--- config.mk ---
export PLATFORM = sky130hd
export DESIGN_NAME = slcc_core
export DESIGN_NICKNAME = d
export VERILOG_FILES = /design/src/slcc_pkg.sv /design/src/slcc_sync.sv /design/src/slcc_fifo.sv /design/src/slcc_core.sv
export SDC_FILE = /design/constraint.sdc
export NUM_CORES = 1
export LEC_CHECK = 0
export BUFFER_PORTS_ARGS = -buffer_cell sky130_fd_sc_hd__buf_2
export CELL_PAD_IN_SITES_DETAIL_PLACEMENT = 1
export CELL_PAD_IN_SITES_GLOBAL_PLACEMENT = 1
export CORE_MARGIN = 2
export CORE_UTILIZATION = 50
export CTS_CLUSTER_DIAMETER = 30
export DETAILED_ROUTE_END_ITERATION = 6
export GPL_TIMING_DRIVEN = 0
export HOLD_SLACK_MARGIN = 0.05
export MAX_ROUTING_LAYER = met4
export PLACE_DENSITY_LB_ADDON = 0.12
export REMOVE_ABC_BUFFERS = 1
export SLEW_MARGIN = 15
export SYNTH_ARGS = -nofsm -noshare
export SYNTH_HDL_FRONTEND = slang
export SYNTH_SLANG_ARGS = --single-unit
--- constraint.sdc ---
create_clock -name sys_clk -period 5.75 [get_ports sys_clk]
set_clock_uncertainty 0.1 [all_clocks]
set_input_delay 0.8625 -clock sys_clk [delete_from_list [all_inputs] [get_ports sys_clk]]
set_output_delay 0.8625 -clock sys_clk [all_outputs]
set_load 0.1 [all_outputs]
--- src/slcc_pkg.sv ---
// package: shared constants and carrier types for the serial line-configuration core
package slcc_pkg;

    // ****************************************
    // frame and timing
    // ****************************************
    localparam int          FRAME_BITS      = 8;
    localparam int          CLK_MHZ         = 10;
    localparam int          HALF_BIT_NS     = 400;
    localparam int          HALF_BIT_CYCLES = (HALF_BIT_NS * CLK_MHZ) / 1000;
    localparam int          FIFO_DEPTH      = 4;
    localparam logic [3:0]  BIT_CNT_RESET   = 4'h0;
    localparam logic [7:0]  SHIFT_RESET     = 8'h00;
    localparam logic [3:0]  PIN_SYNC_RESET  = 4'h1;

    // ****************************************
    // carriers
    // ****************************************
    typedef struct packed {
        logic peripheral_enable;
        logic master_sel;
        logic bidirectional_line_sel;
        logic bidir_output_en;
        logic receive_only_sel;
        logic soft_select_mgmt;
        logic internal_select_level;
        logic select_output_en;
    } slcc_cfg_t;

    typedef struct packed {
        logic sck;
        logic mosi;
        logic miso;
        logic slave_select_n;
    } slcc_pins_t;

    typedef struct packed {
        logic sck_o;
        logic sck_oe;
        logic mosi_o;
        logic mosi_oe;
        logic miso_o;
        logic miso_oe;
    } slcc_drive_t;

    typedef enum logic [1:0] {
        SLCC_IDLE  = 2'b00,
        SLCC_SHIFT = 2'b01,
        SLCC_STORE = 2'b11
    } slcc_state_t;

endpackage

--- src/slcc_sync.sv ---
// two-flop synchroniser for pin inputs
`timescale 1ns/1ps
`default_nettype none
module slcc_sync
    import slcc_pkg::*;
#(
    parameter int               WIDTH       = 4,
    // reset to the pins' idle levels so no false edge follows reset
    parameter logic [WIDTH-1:0] RESET_VALUE = '0
) (
    input  wire logic             sys_clk,
    input  wire logic             rst_b,
    input  wire logic [WIDTH-1:0] async_in,
    output logic      [WIDTH-1:0] sync_out
);
    initial begin
        if (WIDTH < 1) $error("slcc_sync: WIDTH must be at least 1");
    end

    typedef struct packed {
        logic [WIDTH-1:0] meta;
        logic [WIDTH-1:0] stable;
    } slcc_sync_state_t;

    slcc_sync_state_t state;
    slcc_sync_state_t next_state;

    // first flop feeds only the second one
    always_comb begin
        next_state.meta   = async_in;
        next_state.stable = state.meta;
    end

    always_ff @(posedge sys_clk or negedge rst_b) begin
        if (!rst_b) begin
            state <= '{meta: RESET_VALUE, stable: RESET_VALUE};
        end else begin
            state <= next_state;
        end
    end

    assign sync_out = state.stable;
endmodule
`default_nettype wire

--- src/slcc_fifo.sv ---
// small valid/ready fifo for received frames
`timescale 1ns/1ps
`default_nettype none
module slcc_fifo
    import slcc_pkg::*;
#(
    parameter int WIDTH = 8,
    parameter int DEPTH = 4
) (
    input  wire logic             sys_clk,
    input  wire logic             rst_b,
    input  wire logic             in_valid,
    output logic                  in_ready,
    input  wire logic [WIDTH-1:0] in_data,
    output logic                  out_valid,
    input  wire logic             out_ready,
    output logic      [WIDTH-1:0] out_data
);
    localparam int AW = (DEPTH > 1) ? $clog2(DEPTH) : 1;

    initial begin
        if (DEPTH < 2 || (DEPTH & (DEPTH - 1)) != 0) $error("slcc_fifo: DEPTH must be power of 2");
    end

    typedef struct packed {
        logic [AW:0] wr_ptr;
        logic [AW:0] rd_ptr;
    } slcc_fifo_state_t;

    slcc_fifo_state_t state;
    slcc_fifo_state_t next_state;
    logic [WIDTH-1:0] mem [DEPTH];
    logic             push;
    logic             pop;
    logic             full;
    logic             empty;

    assign empty     = state.wr_ptr == state.rd_ptr;
    assign full      = (state.wr_ptr[AW-1:0] == state.rd_ptr[AW-1:0]) && !empty;
    assign in_ready  = !full;
    assign out_valid = !empty;
    assign push      = in_valid && !full;
    assign pop       = out_ready && !empty;
    assign out_data  = mem[state.rd_ptr[AW-1:0]];

    always_comb begin
        next_state = state;
        if (push) begin
            next_state.wr_ptr = state.wr_ptr + 1'b1;
        end
        if (pop) begin
            next_state.rd_ptr = state.rd_ptr + 1'b1;
        end
    end

    // storage has no reset: contents are only read once a push made them valid
    always_ff @(posedge sys_clk) begin
        if (push) begin
            mem[state.wr_ptr[AW-1:0]] <= in_data;
        end
    end

    always_ff @(posedge sys_clk or negedge rst_b) begin
        if (!rst_b) begin
            state <= '0;
        end else begin
            state <= next_state;
        end
    end
endmodule
`default_nettype wire

--- src/slcc_core.sv ---
// line-configuration and role logic of a master/slave serial peripheral
`timescale 1ns/1ps
`default_nettype none
// Notes on behaviour
// - only the current master starts a transfer; a slave never shifts on its own.
// - after reset with no line-mode bits set, operation is full-duplex.
// - slave drives MISO and samples MOSI; master drives MOSI and samples MISO.
// - master drives SCK out; slave takes SCK as an input.
// - both ends shift on master clock edges; frame done after all bits shifted.
// - bidirectional mode uses one shared line, direction set by output enable.
// - half-duplex master leaves MISO unused, slave leaves MOSI unused.
// - transmit-only is full-duplex; data on the unused input is meaningless.
// - receive-only slave disables MISO and receives from MOSI while selected.
// - receive-only master disables MOSI and clocks continuously while enabled.
// - receive-only master stops clocking only after the current frame is stored.
// - select pin is monitored as a hardware input for conflict detection.
// - idle nodes stay slaves; the taking node becomes master, then returns.
// - simultaneous mastership requests raise a mode fault event.
// - in multi-master use an active select enables the passive slave MISO driver.
// - hardware select, output disabled, select low while master: fault, fall to slave.
// - hardware-managed slave counts as selected only while its select is low.
// - soft select takes select value from internal level, ignoring the pin.
module slcc_core
    import slcc_pkg::*;
#(
    parameter int FRAME = FRAME_BITS,
    parameter int HALF  = HALF_BIT_CYCLES
) (
    input  wire logic             sys_clk,
    input  wire logic             rst_b,
    input  wire slcc_cfg_t        cfg,
    input  wire slcc_pins_t       pins_in,
    output slcc_drive_t           pins_out,
    input  wire logic             tx_valid,
    output logic                  tx_ready,
    input  wire logic [FRAME-1:0] tx_data,
    output logic                  rx_valid,
    input  wire logic             rx_ready,
    output logic      [FRAME-1:0] rx_data,
    output logic                  mode_fault_flag,
    input  wire logic             mode_fault_clear,
    output logic                  overrun_flag,
    input  wire logic             overrun_clear,
    output logic                  master_active,
    output logic                  busy
);
    initial begin
        if (FRAME != 8) $error("slcc_core: FRAME must be 8");
        if (HALF < 1 || HALF > 255) $error("slcc_core: HALF must be 1..255");
    end

    // ****************************************
    // state
    // ****************************************
    typedef struct packed {
        slcc_state_t      fsm;
        logic [7:0]       div;
        logic [3:0]       bits;
        logic             sck;
        logic [FRAME-1:0] tx_shift;
        logic [FRAME-1:0] rx_shift;
        logic [FRAME-1:0] rx_hold;
        logic             rx_pend;
        logic             fault;
        logic             ovr;
        logic             sck_prev;
        logic             sel_prev;
        logic             out_bit;
        logic             own_clock;
    } slcc_core_state_t;

    slcc_core_state_t state;
    slcc_core_state_t next_state;
    slcc_pins_t       pins_s;
    logic             fifo_ready;

    // ****************************************
    // pin synchronisation
    // ****************************************
    slcc_sync #(
        .WIDTH       ($bits(slcc_pins_t)),
        .RESET_VALUE (PIN_SYNC_RESET)
    ) u_sync (
        .sys_clk  (sys_clk),
        .rst_b    (rst_b),
        .async_in (pins_in),
        .sync_out (pins_s)
    );

    // ****************************************
    // role and line decoding
    // ****************************************
    function automatic logic selected_low(input slcc_cfg_t c, input logic pin_n);
        // soft management ignores the pin
        return c.soft_select_mgmt ? !c.internal_select_level : !pin_n;
    endfunction

    logic is_master;
    logic slave_sel;
    logic rx_only_master;
    logic master_drives_data;
    logic slave_drives_data;
    logic shared_line;
    logic sck_rise;
    logic sck_fall;
    logic fault_event;
    logic master_clock;

    assign is_master   = cfg.peripheral_enable && cfg.master_sel && !state.fault;
    assign slave_sel   = cfg.peripheral_enable && !is_master
                         && selected_low(cfg, pins_s.slave_select_n);
    assign shared_line = cfg.bidirectional_line_sel;
    // continuous clocking in any master receive mode
    assign rx_only_master = is_master && (cfg.receive_only_sel
                            || (shared_line && !cfg.bidir_output_en));
    assign master_drives_data = is_master && !cfg.receive_only_sel
                                && (!shared_line || cfg.bidir_output_en);
    assign slave_drives_data  = slave_sel && !cfg.receive_only_sel
                                && (!shared_line || cfg.bidir_output_en);
    // conflict: another node pulls our select low while we master
    assign fault_event = cfg.peripheral_enable && cfg.master_sel && !cfg.soft_select_mgmt
                         && !cfg.select_output_en && !pins_s.slave_select_n;
    assign sck_rise = pins_s.sck && !state.sck_prev;
    assign sck_fall = !pins_s.sck && state.sck_prev;
    // a frame already clocking finishes when enable or receive-only drops mid-frame
    assign master_clock = is_master
                          || (state.own_clock && cfg.master_sel && !state.fault);

    // ****************************************
    // transfer engine
    // ****************************************
    logic in_bit;
    logic sample_now;
    logic shift_now;
    logic frame_done;

    always_comb begin
        // master samples MISO, slave samples MOSI; shared line uses the driven pin
        if (master_clock) begin
            in_bit = shared_line ? pins_s.mosi : pins_s.miso;
        end else begin
            in_bit = shared_line ? pins_s.miso : pins_s.mosi;
        end
    end

    always_comb begin
        next_state          = state;
        next_state.sck_prev = pins_s.sck;
        next_state.sel_prev = slave_sel;
        sample_now          = 1'b0;
        shift_now           = 1'b0;
        frame_done          = 1'b0;
        tx_ready            = 1'b0;
        // rx stream into fifo; cleared before the case so a frame stored now is kept
        if (state.rx_pend && fifo_ready) begin
            next_state.rx_pend = 1'b0;
        end
        case (state.fsm)
            SLCC_IDLE: begin
                next_state.sck  = 1'b0;
                next_state.own_clock = 1'b0;
                next_state.bits = BIT_CNT_RESET;
                next_state.div  = '0;
                if (is_master && (tx_valid || rx_only_master)) begin
                    // master starts; a slave only waits for the far clock
                    tx_ready            = tx_valid && !rx_only_master;
                    next_state.tx_shift = rx_only_master ? SHIFT_RESET : tx_data;
                    next_state.out_bit  = rx_only_master ? 1'b0 : tx_data[FRAME-1];
                    next_state.own_clock = 1'b1;
                    next_state.fsm      = SLCC_SHIFT;
                end else if (slave_sel && !state.sel_prev) begin
                    tx_ready            = tx_valid;
                    next_state.tx_shift = tx_valid ? tx_data : SHIFT_RESET;
                    next_state.out_bit  = tx_valid ? tx_data[FRAME-1] : 1'b0;
                    next_state.fsm      = SLCC_SHIFT;
                end
            end
            SLCC_SHIFT: begin
                if (master_clock) begin
                    if (state.div == 8'(HALF - 1)) begin
                        next_state.div = '0;
                        next_state.sck = !state.sck;
                        sample_now     = !state.sck;
                        shift_now      = state.sck;
                    end else begin
                        next_state.div = state.div + 8'h01;
                    end
                end else if (!slave_sel) begin
                    next_state.fsm = SLCC_IDLE;
                end else begin
                    sample_now = sck_rise;
                    shift_now  = sck_fall;
                end
                if (sample_now) begin
                    next_state.rx_shift = {state.rx_shift[FRAME-2:0], in_bit};
                    next_state.bits     = state.bits + 4'h1;
                end
                if (shift_now) begin
                    if (state.bits == 4'(FRAME)) begin
                        frame_done = 1'b1;
                    end else begin
                        next_state.tx_shift = {state.tx_shift[FRAME-2:0], 1'b0};
                        next_state.out_bit  = state.tx_shift[FRAME-2];
                    end
                end
                if (frame_done) begin
                    next_state.fsm = SLCC_STORE;
                end
            end
            SLCC_STORE: begin
                // frame is stored before clocking may stop
                next_state.rx_hold = state.rx_shift;
                next_state.rx_pend = 1'b1;
                next_state.bits    = BIT_CNT_RESET;
                next_state.fsm     = SLCC_IDLE;
                next_state.own_clock = 1'b0;
                if (is_master && rx_only_master) begin
                    next_state.fsm       = SLCC_SHIFT;
                    next_state.own_clock = 1'b1;
                end else if (!is_master && slave_sel) begin
                    tx_ready            = tx_valid;
                    next_state.tx_shift = tx_valid ? tx_data : SHIFT_RESET;
                    next_state.out_bit  = tx_valid ? tx_data[FRAME-1] : 1'b0;
                    next_state.fsm      = SLCC_SHIFT;
                end
            end
            default: begin
                next_state.fsm = SLCC_IDLE;
            end
        endcase
        // a second frame over a full buffer is an overrun
        if (state.fsm == SLCC_STORE && state.rx_pend && !fifo_ready) begin
            next_state.ovr = 1'b1;
        end else if (overrun_clear) begin
            next_state.ovr = 1'b0; // reported even in transmit-only use
        end
        // set wins over clear
        if (fault_event) begin
            next_state.fault = 1'b1;
            next_state.fsm   = SLCC_IDLE;
            next_state.own_clock = 1'b0;
        end else if (mode_fault_clear) begin
            next_state.fault = 1'b0;
        end
    end

    always_ff @(posedge sys_clk or negedge rst_b) begin
        if (!rst_b) begin
            state     <= '0;
            state.fsm <= SLCC_IDLE;
        end else begin
            state <= next_state;
        end
    end

    // ****************************************
    // receive buffer
    // ****************************************
    slcc_fifo #(
        .WIDTH (FRAME),
        .DEPTH (FIFO_DEPTH)
    ) u_fifo (
        .sys_clk   (sys_clk),
        .rst_b     (rst_b),
        .in_valid  (state.rx_pend),
        .in_ready  (fifo_ready),
        .in_data   (state.rx_hold),
        .out_valid (rx_valid),
        .out_ready (rx_ready),
        .out_data  (rx_data)
    );

    // ****************************************
    // pin drive
    // ****************************************
    always_comb begin
        pins_out         = '0;
        pins_out.sck_o   = state.sck;
        pins_out.sck_oe  = master_clock;
        if (shared_line) begin
            // master uses MOSI, slave MISO as the shared line; the other pin is free
            pins_out.mosi_o  = state.out_bit;
            pins_out.mosi_oe = master_drives_data;
            pins_out.miso_o  = state.out_bit;
            pins_out.miso_oe = slave_drives_data;
        end else begin
            pins_out.mosi_o  = state.out_bit;
            pins_out.mosi_oe = master_drives_data;
            pins_out.miso_o  = state.out_bit;
            pins_out.miso_oe = slave_drives_data;
        end
    end

    // ****************************************
    // status outputs
    // ****************************************
    assign mode_fault_flag = state.fault;
    assign overrun_flag    = state.ovr;
    assign master_active   = is_master;
    assign busy            = state.fsm != SLCC_IDLE;
endmodule
`default_nettype wire

# Word level (Yosys, flattened, before mapping)
# Memory sizes are Yosys's and may differ from the RTL's.
# Index checks and enable logic that the tools add are counted.
# totals
n_memories	1
mem_bits_rw	32
inputBits	26
elab_cells	170
out_inout_bits	20
reg_bits	59
# op_classes
muxes	67
n_reduce_logical	63
n_addsub	4
n_eq_ne	17
# memory_table
name	words	word_bits	read_ports	rd_ports_with_merged_regs	write_ports	line_no	rtl
u_fifo.mem	4	8	1	0	1	slcc_fifo.sv:32	logic [WIDTH-1:0] mem [DEPTH];
# op_table
operator	n
2-to-1 mux 7 bit	8
2-to-1 mux 1 bit	41
logical AND 1 bit	27
case mux 7 bit (3 select lines)	1
logical NOT 1 bit	16
2-to-1 mux 8 bit	2
case mux 8 bit (2 select lines)	1
2-to-1 mux 2 bit	7
!= test 4 bit, second input constant	3
nonzero test 2 bit	6
!= test 2 bit, second input constant	5
adder 8 x 1 -> 8 bit, second input constant	1
equality test 8 x 2 -> 1 bit, second input constant	1
case mux 4 bit (2 select lines)	1
adder 3 x 1 -> 3 bit, second input constant	2
case mux 1 bit (2 select lines)	3
case mux 2 bit (3 select lines)	1
AND reduction 2 bit	3
AND reduction 3 bit	2
AND reduction 6 bit	1
nonzero test 3 bit	2
adder 4 x 1 -> 4 bit, second input constant	1
equality test 4 bit, second input constant	1
logical OR 1 bit	4
10 further kinds	11

# Longest topological paths before layout
# Gate-level depths: netlist of the first run.
# logic_depth
ltp_word	13
depth_mapped	9
ltp_nobuf	8

# Modules after synthesis
# From an unflattened synthesis of the first run, not the netlist that was laid out.
# hier_totals
cells_unflattened	323
hier_area_um2	4177.8
# by_module_without_submodules
mod	area_per_inst_um2	instances	cells_per_inst	seq_area_each_um2
slcc_core	2362.3	1	226	1126.1
slcc_fifo	1612.8	1	89	1111.1
slcc_sync	202.7	1	8	202.7

# Least setup slack after synthesis of the first run
# Ideal clock, no wire load.
# synth_path
path_type	register to output
startpoint	reg state, in the netlist mode_fault_flag
endpoint	out tx_ready
slack_ns	0.028
t_arrival_ns	4.759
path_stages_with_launch	6
cell_sequence	dfrtp_1 > nand2b_1 > nand3_1 > o21ai_0 > a22oi_1 > nor4b_1
# synth_via
elab_chain_len	9
elab_cells_between_ends	18
cone_classes	5 x mux; 13 x reduce/logical
# synth_lines
element	line_no	rtl
from (decl)	slcc_core.sv:72	slcc_core_state_t state;
from (signal assigned)	slcc_core.sv:252	state <= next_state;
logical NOT 1 bit (*)	slcc_core.sv:109	assign is_master = cfg.peripheral_enable && cfg.master_sel && !state.fault;
logical AND 1 bit (*)	slcc_core.sv:109	
logical NOT 1 bit	slcc_core.sv:110, slcc_core.sv:220	
logical AND 1 bit	slcc_core.sv:110	assign slave_sel = cfg.peripheral_enable && !is_master
logical AND 1 bit	slcc_core.sv:111	&& selected_low(cfg, pins_s.slave_select_n);
logical AND 1 bit (on tied branches)	slcc_core.sv:220, slcc_core.sv:171	
2-to-1 mux 1 bit (on tied branches)	slcc_core.sv:220, slcc_core.sv:171	
2-to-1 mux 1 bit (on tied branches)	slcc_core.sv:217, slcc_core.sv:164	
case mux 1 bit (2 select lines) (*)	slcc_core.sv:158	case (state.fsm)
to (decl)	slcc_core.sv:35	output logic tx_ready,
# Mark *: on every way between the ends. The rest lies on a longest branch, timed or not.

# Final worst setup path of the first run
# layout_path
startpoint	in cfg[2] in the netlist's numbering
endpoint	out tx_ready
# layout_via
elab_chain_len	6
elab_cells_between_ends	9
cone_classes	6 x mux; 3 x reduce/logical
# layout_lines
element	line_no	rtl
from (decl)	slcc_core.sv:31	input wire slcc_cfg_t cfg,
2-to-1 mux 1 bit (*)	slcc_core.sv:95	return c.soft_select_mgmt ? !c.internal_select_level : !pin_n;
logical AND 1 bit (*)	slcc_core.sv:111	
logical AND 1 bit (on tied branches)	slcc_core.sv:220, slcc_core.sv:171	
2-to-1 mux 1 bit (on tied branches)	slcc_core.sv:220, slcc_core.sv:171	
2-to-1 mux 1 bit (on tied branches)	slcc_core.sv:217, slcc_core.sv:164	
case mux 1 bit (2 select lines) (*)	slcc_core.sv:158	
# Marks and branches as above.

==> results.md, run 1 <==
- Final Wtd Congestion: 0.754
- CTS tree: done
- Antenna diodes: 0
- Hold WS: 261 ps
- Crit path capture type: output port
- Cell with the most instances after synthesis: dfrtp_1
- I/O Pins: 46
- Final nets: 382
- Yosys top cell by area: dfrtp_1
- Cell Area, Synth: 4080 um^2
- Starting Density: 0.522
- M1 GR Usage: 0.258
- Slew @ Worst Pin: 906 ps
- Final wirelength: 7.78 mm
- Ys async rst share: 0.648
- Core footprint: 7810 um^2
- Met3 Use GR: 0.0417
- Clock Latency Late Sink: 360 ps
- Htree depth: 3
- DIE HEIGHT: 94.3 um
- Hold/Removal Path Class: reg -> reg
- CTS Sinks: 91
- Final std cells w/o fill: 451
- Pleak: 2.08 nW
- Pre-CTS worst setup slack: 2160 ps
- Final hold vios: 0
- Fmax: 280 MHz
- DR pass1 iterations: 4
- Total track usage: 0.201
- Most instantiated cells after synthesis: dfrtp_1, edfxtp_1, inv_1
- DP Cell Count: 435
- Routed WL per cell: 17.2 um
- Period minus WS final: 3570 ps
- Peak supply drop: 0.339 mV
- Initial drt markers: 90
- Startpoint types: input pin
- Placed cell area: 4360 um^2
- EDFF count, synth: 32
- Crit Path Category: in -> out
- Global-route wire length before repair: 13.2 mm
- # hold bufs at CTS: 0
- Die Area: 8900 um^2
- Largest net degree at the start of global routing: 60
- Initial antenna violation count: 0
- Worst-path maximum fanout: 8
- Post-route cell area: 4570 um^2
- #FFs+latches synth: 91
- Final cycle utilization of the critical path: 0.622
- Clk buf depth: 2
- Fraction of layout cells with a size suffix above 1: 0.287
- Via/cell ratio: 5.51
- Final ANT Viol Nets: 0
- RSZ-0062 raised after global routing: no
- Vias in the first global route: 2641
- Port Buffers: 45
- Cell count after synthesis: 302
- DRC: 0
- Number of gates resized after cts: 0
- Critical path data arrival time: 2610 ps
- Distinct cells, synth: 52
- Hpwl dp: 5.41 mm
- Mapped Avg Cell Area: 13.5 um^2
- Max-Cap Viols: 0
- Met2 usage: 0.324
- Grt peak-use layer: met2
- Endpoints failing setup: 0
- Seq/Total Area, Yosys: 0.598
- CTS buffer count: 9
- Final WS setup: 2180 ps
- Post-synth top flop: dfrtp_1
- Power Density: 468 nW/um^2
- Ranking of synthesized cells by area: dfrtp_1, edfxtp_1, mux2_2, mux4_2, ha_1
- Area grow syn2layout: 12.1%
- Synthesis Warnings: 0
- Pins Over Slew Limit: 0
- Setup_tns: 0 ps
- # rows: 32
- Post-synth top area share: 0.350
- Root buf cell: clkbuf_8
- Reg clk slew, reported paths: 100 ps
- # Post-CTS Setup Buffers: 0
- Congestion Overflow GR: 0
- Die X: 94.3 um
- Max-slew headroom: 0.391
- Status: complete, no violations
- Critical Path RT: 4790 ps
- Via count: 2486
[kinds of logic after synthesis]
group,count (synthesis),synth area share
xor gates and xnor gates,13,0.0279
muxes,36,0.127
AOI/OAI and AO/OA,50,0.0899
DFF,91,0.598
buffers and inverters,33,0.0365
and+or+nand+nor,67,0.0841
adders and majority gates,12,0.0368
[cell type report]
cell class / count / area, um^2
fill: 813 / 3230
clock inverter: 7 / 92.6
timing repair buffer: 45 / 228
clock buffer: 9 / 124
inverter: 19 / 71.3
tap: 102 / 128
sequential: 91 / 2440
multi-input combinational: 178 / 1490
[worst max-delay path, stage by stage]
cell	delay [ps]
buf_2	100
mux2i_1	260
nand3_1	280
o21ai_0	240
a22oi_1	90
nor4b_1	300
buf_2	480
[state kept, by name, indices dropped and copies added, names as in the netlist]
register,count
mode_fault_flag,1
overrun_flag,1
pins_out,2
state,41
u_fifo.mem,32
u_fifo.state,6
u_sync.next_state,4
u_sync.sync_out,4
[report_power, final]
| part | switching (W) | internal [W] | leakage [nW] |
|---|---|---|---|
| Sequential | 0.0000870 | 0.000740 | 1.08 |
| Clock | 0.000256 | 0.000214 | 0.110 |
| Combinational | 0.000578 | 0.000264 | 0.888 |
[path summary, 6_finish.rpt]
| check | startpoint | end | cells past startpoint | slack (ps) |
|---|---|---|---|---|
| min in group asynchronous | rst_b | state[42]$_DFFE_PN0P_ | 1 | 460 |
| max in group asynchronous | rst_b | state[13]$_DFFE_PN0P_ | 1 | 4600 |
| min reg2reg | u_sync.next_state[2]$_DFF_PN0_ | u_sync.sync_out[2]$_DFF_PN0_ | 0 | 260 |
| max reg2reg | state[45]$_DFFE_PN0P_ | state[35]$_DFFE_PN0P_ | 7 | 2750 |
| min | u_sync.next_state[2]$_DFF_PN0_ | u_sync.sync_out[2]$_DFF_PN0_ | 0 | 260 |
| max | cfg[2] | tx_ready | 7 | 2180 |
[routing by layer]
metal	part of all wire	vias to the layer above
met2	0.50	41
li1	-	1165
met5	0	-
met1	0.46	1272
met4	0.014	0
met3	0.025	8
[stage by stage]
| step | util | power, W |
|---|---|---|
| after global placement | 0.558 | 0.00166 |
| final | 0.586 | 0.00214 |
| after global routing | 0.586 | 0.00225 |
| after floorplan | - | 0.00153 |
| after detailed placement | 0.558 | 0.00169 |
| after CTS | 0.586 | 0.00216 |
[cells in the final DEF (no fill, tap or decap), types with 4 or more instances in the layout]
master,synthesis,routed
a21oi_1,6,6
a22o_1,9,9
and2_1,6,6
and3_1,4,4
buf_2,2,44
clkbuf_8,0,9
dfrtp_1,57,57
edfxtp_1,32,32
ha_1,12,12
inv_1,19,19
inv_6,0,4
mux2_2,16,16
mux2_4,7,7
mux2i_1,4,4
mux4_2,8,8
nand2_1,18,18
nand2b_1,5,5
nand3_1,9,9
nor2_1,12,12
o21ai_0,16,16
xnor2_1,8,8
xor2_1,5,5
Note: power is estimated with default switching activity, not from simulation.
==> run 2: changes to the inputs <==
CORE_UTILIZATION = 48   (was 50)
clock period = 3.6 ns   (was 5.75 ns; I/O delays follow)
==> results.md, run 2 (same netlist as run 1, synthesis figures left out) <==
- Status: complete, no violations
- Hold WS: 126 ps (-134 ps)
- DIE HEIGHT: 96.2 um (+2.0%)
- Reg clk slew, reported paths: 100 ps (about the same)
- RR Endpoint: state[33]$_DFFE_PN0P_
- Starting Density: 0.496 (-0.0260)
- DRC: 0 (unchanged)
- Port Buffers: 45 (unchanged)
- Fraction of layout cells with a size suffix above 1: 0.281 (-0.00573)
- Max-Cap Viols: 0 (unchanged)
- Critical path data arrival time: 2380 ps (-230 ps)
- Reg2Reg Setup Slack: 690 ps (-2060 ps)
- Period minus WS final: 3020 ps
- Area grow syn2layout: 11.3%
- Pleak: 2.06 nW (-0.94%)
- Pins Over Slew Limit: 0 (unchanged)
- Worst-path maximum fanout: 13 (+5)
- Final WS setup: 582 ps (-1590 ps)
- CTS buffer count: 9 (unchanged)
- Crit path capture type: output port
- RR Startpoint: state[45]$_DFFE_PN0P_
- Final cycle utilization of the critical path: 0.838
- # rows: 33 (+3.1%)
- CTS tree: done
- Hpwl dp: 5.60 mm (+3.5%)
- Global-route wire length before repair: 12.9 mm (-2.0%)
- Fmax: 331 MHz
- Routed WL per cell: 17.4 um (+1.1%)
- I/O Pins: 46 (unchanged)
- Hold/Removal Path Class: in -> async
- Clk buf depth: 2 (unchanged)
- Largest net degree at the start of global routing: 60 (unchanged)
- Total track usage: 0.192 (-0.00815)
- Endpoints failing setup: 0 (unchanged)
- Root buf cell: clkbuf_8
- Power Density: 729 nW/um^2 (+56%)
- Final hold vios: 0 (unchanged)
- Via/cell ratio: 5.37 (-2.7%)
- Crit Path Category: reg -> out
- Number of gates resized after cts: 0 (unchanged)
- Setup_tns: 0 ps (unchanged)
- Initial drt markers: 58 (-36%)
- Congestion Overflow GR: 0 (unchanged)
- Most common cell after layout, fill and taps aside: dfrtp_1
- Core footprint: 8220 um^2 (+5.2%)
- Antenna diodes: 0 (unchanged)
- Pre-CTS worst setup slack: 622 ps (-1540 ps)
- Final wirelength: 7.92 mm (+1.8%)
- Final ANT Viol Nets: 0 (unchanged)
- # Post-CTS Setup Buffers: 0 (unchanged)
- Via count: 2436 (-2.0%)
- Worst path cell trace: ha_1 -> a22oi_1 -> nor4b_1 -> buf_2
- Startpoint types: flip-flop
- Initial antenna violation count: 0 (unchanged)
- DR pass1 iterations: 4 (unchanged)
- Cells on worst reg2reg path: 6 (-1)
- Peak supply drop: 0.346 mV (+2.2%)
- Most frequent cells in the layout: dfrtp_1, buf_2, edfxtp_1
- Critical Path RT: 2960 ps (-1830 ps)
- Slew @ Worst Pin: 794 ps (-112 ps)
- Clock Latency Late Sink: 360 ps (about the same)
- # hold bufs at CTS: 0 (unchanged)
- Vias in the first global route: 2538 (-3.9%)
- Final nets: 382 (unchanged)
- Max-slew headroom: 0.466 (+0.0754)
- CP peak stage delay: 580 ps (+100 ps)
- Total power draw: 0.00331 W (+55%)
- RSZ-0062 raised after global routing: no
- Biggest register: state
- Final Wtd Congestion: 0.711 (-5.7%)
- Die Area: 9250 um^2 (+4.0%)
- Slowest stage cell, crit path: ha_1
- Die X: 96.2 um (+2.0%)
- Htree depth: 3 (unchanged)
- CTS Sinks: 91 (unchanged)
- Max reg flops: 41 (unchanged)
==> run 2: changes by cell type in the layout (fill, tap and decap cells not counted) <==
cell and change:
clkinv_4 +4, inv_6 -4, clkinv_1 +2, bufinv_16 -1, clkinv_8 -1
==> run 2: where the power goes <==
part	switching (W)	internal, W	leakage [nW]
Clock	0.000378	0.000256	0.0904
Sequential	0.000144	0.00118	1.08
Combinational	0.000925	0.000421	0.888
Total	0.00145	0.00186	2.06
==> run 2: critical path: cells and delay by family (launching register included) <==
family                     cells  cell delay [ps]
AOI/OAI and AO/OA              1              200
adders and majority gates      1              580
buffers and inverters          1              480
and+or+nand+nor                1              300
DFF                            1              440
==> run 2: cell type report <==
class	count	area (um^2)
clock buffers	9	124
clock inverters	7	53.8
fillers	836	3680
inverters	19	71.3
multi-input cells	178	1490
flip-flops and latches	91	2440
well taps	105	131
repair buffers	45	228
==> run 2: how the worst max path moves through the flow <==
stage / depth (start not counted) / slack, ps / endpoint / start
3_3_place_gp: 7 / 670 / tx_ready / cfg[2]
3_5_place_dp: 7 / 620 / tx_ready / cfg[2]
4_1_cts: 4 / 560 / tx_ready / state[44]$_DFFE_PN0P_
6_report: 4 / 580 / tx_ready / state[44]$_DFFE_PN0P_
2_1_floorplan: 5 / -1810 / tx_ready / mode_fault_flag$_DFFE_PN0P_
5_1_grt: 6 / 350 / tx_ready / u_sync.sync_out[0]$_DFF_PN1_
==> run 2: metal layers <==
layer  vias to the layer above  GRT usage  wire length [um]
li1                       1169          -                 -
met1                      1226      0.239              3530
met2                        33      0.317              4060
met3                         8     0.0446               239
met4                         0     0.0536                87
met5                         -          -                 0
==> run 2: through the flow <==
step	std cells	util	instance area [um^2]
floorplan	288	-	4000
global placement	438	0.530	4360
detailed placement	438	0.531	4360
CTS	454	0.552	4540
global route	454	0.552	4540
finish	454	0.552	4540
